`config.mk`:
```
export PLATFORM = sky130hd
export DESIGN_NAME = i2cic_top
export DESIGN_NICKNAME = d
export VERILOG_FILES = /design/src/i2cic_pkg.sv /design/src/i2cic_top.sv
export SDC_FILE = /design/constraint.sdc
export NUM_CORES = 1
export LEC_CHECK = 0
export ABC_CLOCK_PERIOD_IN_PS = 2800
export BUFFER_PORTS_ARGS = -buffer_cell sky130_fd_sc_hd__buf_2
export CORE_MARGIN = 2
export CORE_UTILIZATION = 49
export DETAILED_ROUTE_END_ITERATION = 8
export GPL_ROUTABILITY_DRIVEN = 0
export PLACE_DENSITY = 0.85
export SLEW_MARGIN = 5
export SYNTH_ARGS = -nofsm -noshare
export SYNTH_HDL_FRONTEND = slang
export SYNTH_SLANG_ARGS = --single-unit
```
`constraint.sdc`:
```
create_clock -name clk_in -period 2.8 [get_ports clk_in]
set_input_delay 0.56 -clock clk_in [delete_from_list [all_inputs] [get_ports clk_in]]
set_output_delay 0.56 -clock clk_in [all_outputs]
set_load 0.01 [all_outputs]
```
`src/i2cic_pkg.sv`:
```
// package for the i2c interrupt-clear and controller-enable block
package i2cic_pkg;

  // ----------------------------------------------------------------
  // register byte addresses
  // ----------------------------------------------------------------
  localparam logic [31:0] RX_DONE_CLR_ADDR = 32'h5000_1358;
  localparam logic [31:0] BUS_BUSY_CLR_ADDR = 32'h5000_135c;
  localparam logic [31:0] STOP_DET_CLR_ADDR = 32'h5000_1360;
  localparam logic [31:0] START_SEEN_FLAG_CLR_ADDR = 32'h5000_1364;
  localparam logic [31:0] BCAST_CLR_ADDR = 32'h5000_1368;
  localparam logic [31:0] ON_OFF_ADDR = 32'h5000_136c;
  localparam logic [31:0] RAW_STAT_ADDR = 32'h5000_13a0;
  localparam logic [31:0] IRQ_PEND_ADDR = 32'h5000_13a4;
  localparam logic [31:0] IRQ_MASK_ADDR = 32'h5000_13a8;
  localparam logic [31:0] MASKED_STAT_ADDR = 32'h5000_13ac;

  // ----------------------------------------------------------------
  // field positions in the raw interrupt status word and the on/off register
  // ----------------------------------------------------------------
  localparam int RX_DONE_BIT = 7;
  localparam int BUS_BUSY_BIT = 8;
  localparam int STOP_DET_BIT = 9;
  localparam int START_SEEN_FLAG_BIT = 10;
  localparam int BCAST_BIT = 11;
  localparam int ON_OFF_BIT = 0;

  // ----------------------------------------------------------------
  // widths and reset values
  // ----------------------------------------------------------------
  localparam int DATA_W = 16;
  localparam int EVT_N = 5;
  localparam logic [15:0] REG_RESET = 16'h0000;
  localparam logic [4:0] IRQ_RESET = 5'h00;

  // pending and mask bit order: rx_done, busy, stop, start, bcast
  localparam int IRQ_RX_DONE = 0;
  localparam int IRQ_BUS_BUSY = 1;
  localparam int IRQ_STOP = 2;
  localparam int IRQ_START = 3;
  localparam int IRQ_BCAST = 4;

  // ----------------------------------------------------------------
  // types
  // ----------------------------------------------------------------
  typedef struct packed {
    logic [31:0] addr;
    logic [15:0] wdata;
    logic wr;
    logic rd;
  } i2cic_bus_t;

  typedef struct packed {
    logic rx_done;
    logic stop_seen;
    logic start_seen;
    logic bcast;
  } i2cic_evt_t;

  typedef struct packed {
    logic mst_active;
    logic slv_active;
    logic tx_busy;
    logic rx_busy;
    logic xfer_done;
    logic byte_done;
  } i2cic_core_t;

  typedef enum logic [1:0] {
    ST_RUN = 2'b00,
    ST_DRAIN_TX = 2'b01,
    ST_DRAIN_RX = 2'b10,
    ST_OFF = 2'b11
  } i2cic_state_t;

endpackage

```
`src/i2cic_top.sv`:
```
// interrupt-clear registers and controller enable sequencing for the i2c unit
//
// Chosen here: the strobed register port.
`timescale 1ns/1ps

module i2cic_top
  import i2cic_pkg::*;
(
  input wire logic clk_in,
  input wire logic nrst_in,
  input wire i2cic_bus_t bus_in,
  output logic [15:0] rdata_out,
  input wire i2cic_evt_t evt_in,
  input wire i2cic_core_t core_in,
  output logic [15:0] raw_irq_status_out,
  output logic [15:0] masked_irq_status_out,
  output logic ctrl_enable_out,
  output logic tx_flush_out,
  output logic rx_flush_out,
  output logic stop_after_xfer_out,
  output logic nack_next_out,
  output logic irq_out
);

  // ----------------------------------------------------------------
  // reset release
  // ----------------------------------------------------------------
  logic rst_s1_reg;
  logic rst_n_reg;

  // two-stage release of the asynchronous reset
  // assertion stays asynchronous, release is aligned to the clock
  always_ff @(posedge clk_in or negedge nrst_in) begin
    if (!nrst_in) begin
      rst_s1_reg <= 1'b0;
      rst_n_reg <= 1'b0;
    end else begin
      rst_s1_reg <= 1'b1;
      rst_n_reg <= rst_s1_reg;
    end
  end

  // ----------------------------------------------------------------
  // address decode
  // ----------------------------------------------------------------
  logic rd_rx_done;
  logic rd_busy;
  logic rd_stop;
  logic rd_start;
  logic rd_bcast;
  logic wr_on_off;
  logic wr_pend;
  logic wr_mask;
  logic active;

  // read strobes of the clear registers and write strobes
  assign rd_rx_done = bus_in.rd && (bus_in.addr == RX_DONE_CLR_ADDR);
  assign rd_busy = bus_in.rd && (bus_in.addr == BUS_BUSY_CLR_ADDR);
  assign rd_stop = bus_in.rd && (bus_in.addr == STOP_DET_CLR_ADDR);
  assign rd_start = bus_in.rd && (bus_in.addr == START_SEEN_FLAG_CLR_ADDR);
  assign rd_bcast = bus_in.rd && (bus_in.addr == BCAST_CLR_ADDR);
  assign wr_on_off = bus_in.wr && (bus_in.addr == ON_OFF_ADDR);
  assign wr_pend = bus_in.wr && (bus_in.addr == IRQ_PEND_ADDR);
  assign wr_mask = bus_in.wr && (bus_in.addr == IRQ_MASK_ADDR);
  assign active = core_in.mst_active || core_in.slv_active;

  // ----------------------------------------------------------------
  // enable register and its two-cycle path
  // ----------------------------------------------------------------
  logic on_off_reg;
  logic en_d1_reg;
  logic en_eff_reg;

  // software enable bit, reset value zero
  always_ff @(posedge clk_in or negedge rst_n_reg) begin
    if (!rst_n_reg) begin
      on_off_reg <= REG_RESET[ON_OFF_BIT];
    end else if (wr_on_off) begin
      on_off_reg <= bus_in.wdata[ON_OFF_BIT];
    end
  end

  // effective enable trails the register by two clocks
  always_ff @(posedge clk_in or negedge rst_n_reg) begin
    if (!rst_n_reg) begin
      en_d1_reg <= 1'b0;
      en_eff_reg <= 1'b0;
    end else begin
      en_d1_reg <= on_off_reg;
      en_eff_reg <= en_d1_reg;
    end
  end

  // ----------------------------------------------------------------
  // disable sequencing
  // ----------------------------------------------------------------
  i2cic_state_t state_reg;
  i2cic_state_t state_next;

  // graceful shutdown of an active transfer
  // transmit drains to the end of its transfer, receive to the end of its byte
  always_comb begin
    state_next = state_reg;
    case (state_reg)
      ST_RUN: begin
        if (!en_eff_reg) begin
          if (core_in.tx_busy) begin
            state_next = ST_DRAIN_TX;
          end else if (core_in.rx_busy) begin
            state_next = ST_DRAIN_RX;
          end else begin
            state_next = ST_OFF;
          end
        end
      end
      ST_DRAIN_TX: begin
        if (core_in.xfer_done) begin
          state_next = ST_OFF;
        end
      end
      ST_DRAIN_RX: begin
        if (core_in.byte_done) begin
          state_next = ST_OFF;
        end
      end
      ST_OFF: begin
        if (en_eff_reg) begin
          state_next = ST_RUN;
        end
      end
      default: begin
        state_next = ST_OFF;
      end
    endcase
  end

  // state register, comes up disabled
  always_ff @(posedge clk_in or negedge rst_n_reg) begin
    if (!rst_n_reg) begin
      state_reg <= ST_OFF;
    end else begin
      state_reg <= state_next;
    end
  end

  // enable seen by the core, in step with the effective enable
  always_ff @(posedge clk_in or negedge rst_n_reg) begin
    if (!rst_n_reg) begin
      ctrl_enable_out <= 1'b0;
    end else begin
      ctrl_enable_out <= en_d1_reg;
    end
  end

  // receive fifo is held erased as soon as the enable drops
  always_ff @(posedge clk_in or negedge rst_n_reg) begin
    if (!rst_n_reg) begin
      rx_flush_out <= 1'b1;
    end else begin
      rx_flush_out <= !en_d1_reg;
    end
  end

  // transmit fifo is kept until a drain ends, so the last transfer can finish
  always_ff @(posedge clk_in or negedge rst_n_reg) begin
    if (!rst_n_reg) begin
      tx_flush_out <= 1'b1;
    end else begin
      tx_flush_out <= (state_next == ST_OFF);
    end
  end

  // stop request while a transmit drains
  always_ff @(posedge clk_in or negedge rst_n_reg) begin
    if (!rst_n_reg) begin
      stop_after_xfer_out <= 1'b0;
    end else begin
      stop_after_xfer_out <= (state_next == ST_DRAIN_TX);
    end
  end

  // nack request while a receive drains
  always_ff @(posedge clk_in or negedge rst_n_reg) begin
    if (!rst_n_reg) begin
      nack_next_out <= 1'b0;
    end else begin
      nack_next_out <= (state_next == ST_DRAIN_RX);
    end
  end

  // ----------------------------------------------------------------
  // raw interrupt flags
  // ----------------------------------------------------------------
  logic rx_done_reg;
  logic busy_reg;
  logic stop_reg;
  logic start_reg;
  logic bcast_reg;

  // read-to-clear flags; a new event in the clear cycle wins
  always_ff @(posedge clk_in or negedge rst_n_reg) begin
    if (!rst_n_reg) begin
      rx_done_reg <= 1'b0;
      stop_reg <= 1'b0;
      start_reg <= 1'b0;
      bcast_reg <= 1'b0;
    end else begin
      rx_done_reg <= evt_in.rx_done || (rx_done_reg && !rd_rx_done);
      stop_reg <= evt_in.stop_seen || (stop_reg && !rd_stop);
      start_reg <= evt_in.start_seen || (start_reg && !rd_start);
      bcast_reg <= evt_in.bcast || (bcast_reg && !rd_bcast);
    end
  end

  // busy flag set by bus activity, cleared by a read or while disabled and idle
  // activity wins over a clear read, so software cannot drop it mid-transfer
  always_ff @(posedge clk_in or negedge rst_n_reg) begin
    if (!rst_n_reg) begin
      busy_reg <= 1'b0;
    end else if (active) begin
      busy_reg <= 1'b1;
    end else if (rd_busy) begin
      busy_reg <= 1'b0;
    end else if (!en_eff_reg) begin
      busy_reg <= 1'b0;
    end
  end

  // ----------------------------------------------------------------
  // status views and interrupt
  // ----------------------------------------------------------------
  logic [15:0] raw_word;
  logic [4:0] ev_rise;
  logic [4:0] ev_now;
  logic [4:0] ev_last_reg;
  logic [4:0] pend_reg;
  logic [4:0] mask_reg;
  logic [15:0] mask_word;
  logic keep_masked;

  // raw word built from the flags
  always_comb begin
    raw_word = 16'h0000;
    raw_word[RX_DONE_BIT] = rx_done_reg;
    raw_word[BUS_BUSY_BIT] = busy_reg;
    raw_word[STOP_DET_BIT] = stop_reg;
    raw_word[START_SEEN_FLAG_BIT] = start_reg;
    raw_word[BCAST_BIT] = bcast_reg;
  end

  // mask spread onto the raw word layout
  always_comb begin
    mask_word = 16'h0000;
    mask_word[RX_DONE_BIT] = mask_reg[IRQ_RX_DONE];
    mask_word[BUS_BUSY_BIT] = mask_reg[IRQ_BUS_BUSY];
    mask_word[STOP_DET_BIT] = mask_reg[IRQ_STOP];
    mask_word[START_SEEN_FLAG_BIT] = mask_reg[IRQ_START];
    mask_word[BCAST_BIT] = mask_reg[IRQ_BCAST];
  end

  // masked view stays live until the state machine is idle
  // the drain can still raise flags that software must see
  assign keep_masked = en_eff_reg || (state_reg != ST_OFF) || active;

  // flag vector in pending order and its rising edges
  assign ev_now = {bcast_reg, start_reg, stop_reg, busy_reg, rx_done_reg};
  assign ev_rise = ev_now & ~ev_last_reg;

  // edge memory
  always_ff @(posedge clk_in or negedge rst_n_reg) begin
    if (!rst_n_reg) begin
      ev_last_reg <= IRQ_RESET;
    end else begin
      ev_last_reg <= ev_now;
    end
  end

  // sticky pending bits, write one to clear, set wins
  // an event in the clearing cycle is kept, so no edge is ever lost
  genvar gi;
  generate
    for (gi = 0; gi < EVT_N; gi++) begin : g_pend
      always_ff @(posedge clk_in or negedge rst_n_reg) begin
        if (!rst_n_reg) begin
          pend_reg[gi] <= IRQ_RESET[gi];
        end else if (ev_rise[gi]) begin
          pend_reg[gi] <= 1'b1;
        end else if (wr_pend && bus_in.wdata[gi]) begin
          pend_reg[gi] <= 1'b0;
        end
      end
    end
  endgenerate

  // interrupt mask
  always_ff @(posedge clk_in or negedge rst_n_reg) begin
    if (!rst_n_reg) begin
      mask_reg <= IRQ_RESET;
    end else if (wr_mask) begin
      mask_reg <= bus_in.wdata[EVT_N-1:0];
    end
  end

  // registered copy of the raw flags
  always_ff @(posedge clk_in or negedge rst_n_reg) begin
    if (!rst_n_reg) begin
      raw_irq_status_out <= REG_RESET;
    end else begin
      raw_irq_status_out <= raw_word;
    end
  end

  // masked view, cleared only once the shutdown is complete
  always_ff @(posedge clk_in or negedge rst_n_reg) begin
    if (!rst_n_reg) begin
      masked_irq_status_out <= REG_RESET;
    end else begin
      masked_irq_status_out <= keep_masked ? (raw_word & mask_word) : REG_RESET;
    end
  end

  // level interrupt from unmasked pending bits
  always_ff @(posedge clk_in or negedge rst_n_reg) begin
    if (!rst_n_reg) begin
      irq_out <= 1'b0;
    end else begin
      irq_out <= |(pend_reg & mask_reg);
    end
  end

  // ----------------------------------------------------------------
  // read data
  // ----------------------------------------------------------------
  logic [15:0] rd_next;

  // read mux; clear registers return their flag in bit 0
  always_comb begin
    rd_next = 16'h0000;
    case (bus_in.addr)
      RX_DONE_CLR_ADDR: rd_next[0] = rx_done_reg;
      BUS_BUSY_CLR_ADDR: rd_next[0] = busy_reg;
      STOP_DET_CLR_ADDR: rd_next[0] = stop_reg;
      START_SEEN_FLAG_CLR_ADDR: rd_next[0] = start_reg;
      BCAST_CLR_ADDR: rd_next[0] = bcast_reg;
      ON_OFF_ADDR: rd_next[ON_OFF_BIT] = on_off_reg;
      RAW_STAT_ADDR: rd_next = raw_word;
      IRQ_PEND_ADDR: rd_next[EVT_N-1:0] = pend_reg;
      IRQ_MASK_ADDR: rd_next[EVT_N-1:0] = mask_reg;
      MASKED_STAT_ADDR: rd_next = keep_masked ? (raw_word & mask_word) : REG_RESET;
      default: rd_next = 16'h0000;
    endcase
  end

  // read data stands only in the cycle after the strobe
  // a zero word outside that cycle keeps stale flags off the bus
  always_ff @(posedge clk_in or negedge rst_n_reg) begin
    if (!rst_n_reg) begin
      rdata_out <= REG_RESET;
    end else if (bus_in.rd) begin
      rdata_out <= rd_next;
    end else begin
      rdata_out <= REG_RESET;
    end
  end

endmodule

```
==> results.cfg <==
[status]
outcome = finished clean

[grt]
grt_usage = 0.197
grt_pass1_wl_um = 7800
grt_pass1_vias = 1682
antenna_found_initial = 0
grt_max_degree = 46
grt-ovfl-total = 0

[drt]
drtAntennaViolNets = 0
routedWlPerCell_um = 14.6
drt_first_pass_iters = 4
dr.first_iter.drc_count = 224
dr_total_vias = 1882
drcViolationCount = 0
wl_um = 5030
vias_per_cell = 5.47

[place]
hpwl_um = 3710
place_area_um2 = 2630
dp_worst_setup_slack_ns = 0.568
io_buffers = 76

[sta]
worst_slew_pin_slew_ns = 0.901
drv_slew = 0
setup_violations = 0
slew_headroom = 0.399
hold_viol = 0
max_freq_mhz = 520
finClkSkew_ns = 0.00303
setup_ws_ns = 0.876
period_minus_slack_ns = 1.92
fin_tns_setup_ns = 0
rsz0062_at_grt = false
min_period_over_period = 0.687

[clock_network]
cts-root-buf = clkbuf_8
ctsResizeCount = 0
cts_tree = built
cts.sinks = 47
post_cts_buffers = 0
hold_buffers = 0
clockBufferDepth = 2
clkTransAtPathRegs_ns = 0.08
htreeDepth = 2
cts_buffers = 5
clk_latency_ns = 0.30

[synth]
synth.avg_cell_area_um2 = 11.0
synth-async-reset-ratio = 1.00
yosys_warnings = 0
ys_seq_elements = 47
synth-compound-area-share = 0.113
yosys.area.top_type = dfrtp_1
synthAdderAreaFrac = 0
ys.flop_type = dfrtp_1
synth_edf_count = 0
synth_simple_gate_area_frac = 0.204
synthXorXnorAreaFrac = 0
yosysTopAreaCellShare = 0.472
yosysSeqAreaShare = 0.518
synthCells = 208
synth.mux.area_fraction = 0.0395
ys_types = 40
synthTopCellsByArea = dfrtp_1 47%, buf_4 9.2%, dfstp_2 4.6%, mux2_2 3.0%, nor4_4 2.8%
synth.cell_area_um2 = 2280
synth_top_family_by_area = simple AND/OR/NAND/NOR gates

[layout]
largest_register_ffs = 10
synthToLayoutAreaGrowth_pct = 20.6
nNetsFinal = 353
post-route-util = 0.623
drive_above_1_share = 0.370
final_area_um2 = 2750
largest_register = rdata_out
antenna_cells = 0

[floorplanning]
die_x_um = 72.2
die-area_um2 = 5210
core.rowCount = 24
start_util = 0.516
die_y_um = 72.2
ios = 116
design.core.area_um2 = 4410

[setup_path]
crit_fanout = 10
crit_path_start = bus_in[35]
worstSetupStartpointType = input port
cp-end-kind = flop
critPathKind = input port to flop
crit_arrival_ns = 2.11
regToRegStartpoint = state_reg[1]
cp.required_ns = 2.99

[pwr]
vdd_ir_drop_max_v = 0.000273
leakage_nw = 1.38
p_total_w = 0.00134
powerDensity_nw_per_um2 = 487
switching_share = 0.230
power_switching_w = 0.000308
p_comb_frac = 0.094
power.share.clock = 0.377
power_frac_seq = 0.528
p_int_w = 0.00103

[worst_hold_path]
worstHoldPathType = input port to asynchronous set/reset pin

[job]
drv_cap = 0
-- layout by cell type, fill, tap and decap left out, types with 2 or more instances in the layout --
cell      instances
buf_2            76
dfrtp_1          42
conb_1           29
nor2_1           16
inv_1            12
nand2_1          10
a31oi_1           8
nor4_1            7
o21ai_0           7
mux2_2            6
nand4_1           6
clkbuf_8          6
and3_1            5
a22oi_1           5
nor3_1            5
o31ai_1           5
buf_4             5
nor2b_1           4
nand3_1           4
dfstp_2           4
nor4_4            3
nor4bb_1          3
and4bb_2          2
nor4b_1           2
and2_1            2
a41oi_1           2
-- metrics by stage --
stage                     hold WS [ns]  cells
final                           0.0249    344
after global routing            0.0190    344
after CTS                       0.0263    344
after floorplan                  0.264    235
after detailed placement         0.347    336
after global placement           0.338    336
-- logic make-up (layout without fill, tap and decap cells) --
kind of cell,after synthesis,after routing
other cells,2,29
buf+inv,44,101
simple gates,72,72
compound gates,36,36
mux,7,7
flops,47,47
-- worst paths after layout --
kind / endpoint / slack [ns] / cells after the start
max in group asynchronous: raw_irq_status_out[10] / 1.83 / 0
min in group clk_in: rst_n_reg / 0.37 / 0
min reg2reg: rst_n_reg / 0.37 / 0
max reg2reg: rdata_out[11] / 1.19 / 4
min: rst_n_reg / 0.02 / 1
max: mask_reg[2] / 0.88 / 5
-- routing by layer --
metal  wire length [um]  vias to the layer above  global-route usage  share of wire
met1               2000                      907               0.261           0.40
met2               2520                       99               0.316           0.50
met3                420                        8              0.0486          0.084
met4                 81                        0              0.0692          0.016
li1                   -                      868                   -              -
met5                  0                        -                   0              0
-- area by class of cell --
type / count / area [um^2]
fillers: 360 / 1670
well taps: 52 / 65.1
multi-input cells: 144 / 921
repair buffers: 81 / 418
inverters: 12 / 45.0
clock inverters: 2 / 35.0
clock buffers: 6 / 82.6
flip-flops and latches: 47 / 1180
-- power groups by stage --
stage               sequential, W  clock, W  combinational, W
detailed placement       0.000722         0          0.000124
floorplan                0.000721         0         0.0000882
global route             0.000712  0.000541          0.000138
CTS                      0.000709  0.000507          0.000125
finish                   0.000707  0.000505          0.000126
global placement         0.000721         0          0.000121
-- critical path, cell delays in order --
cell	delay [ns]
buf_2	0.09
nor4b_1	0.28
nand2_1	0.32
nor4_4	0.48
mux2_2	0.38
-- cell usage after synthesis, types with 2 or more instances --
cell type,number
and3_1,5
clkbuf_1,2
nor2b_1,4
buf_4,28
nor2_1,16
o21ai_0,7
dfrtp_1,43
nor3_1,5
and2_1,2
dfstp_2,4
nor4_1,7
nand2_1,10
nor4b_1,2
nand3_1,4
o31ai_1,5
nor4bb_1,3
and4bb_2,2
nand4_1,6
a22oi_1,5
inv_1,12
nor4_4,3
conb_1,2
a41oi_1,2
mux2_2,6
a31oi_1,8
Note: power is estimated with default switching activity, not from simulation.
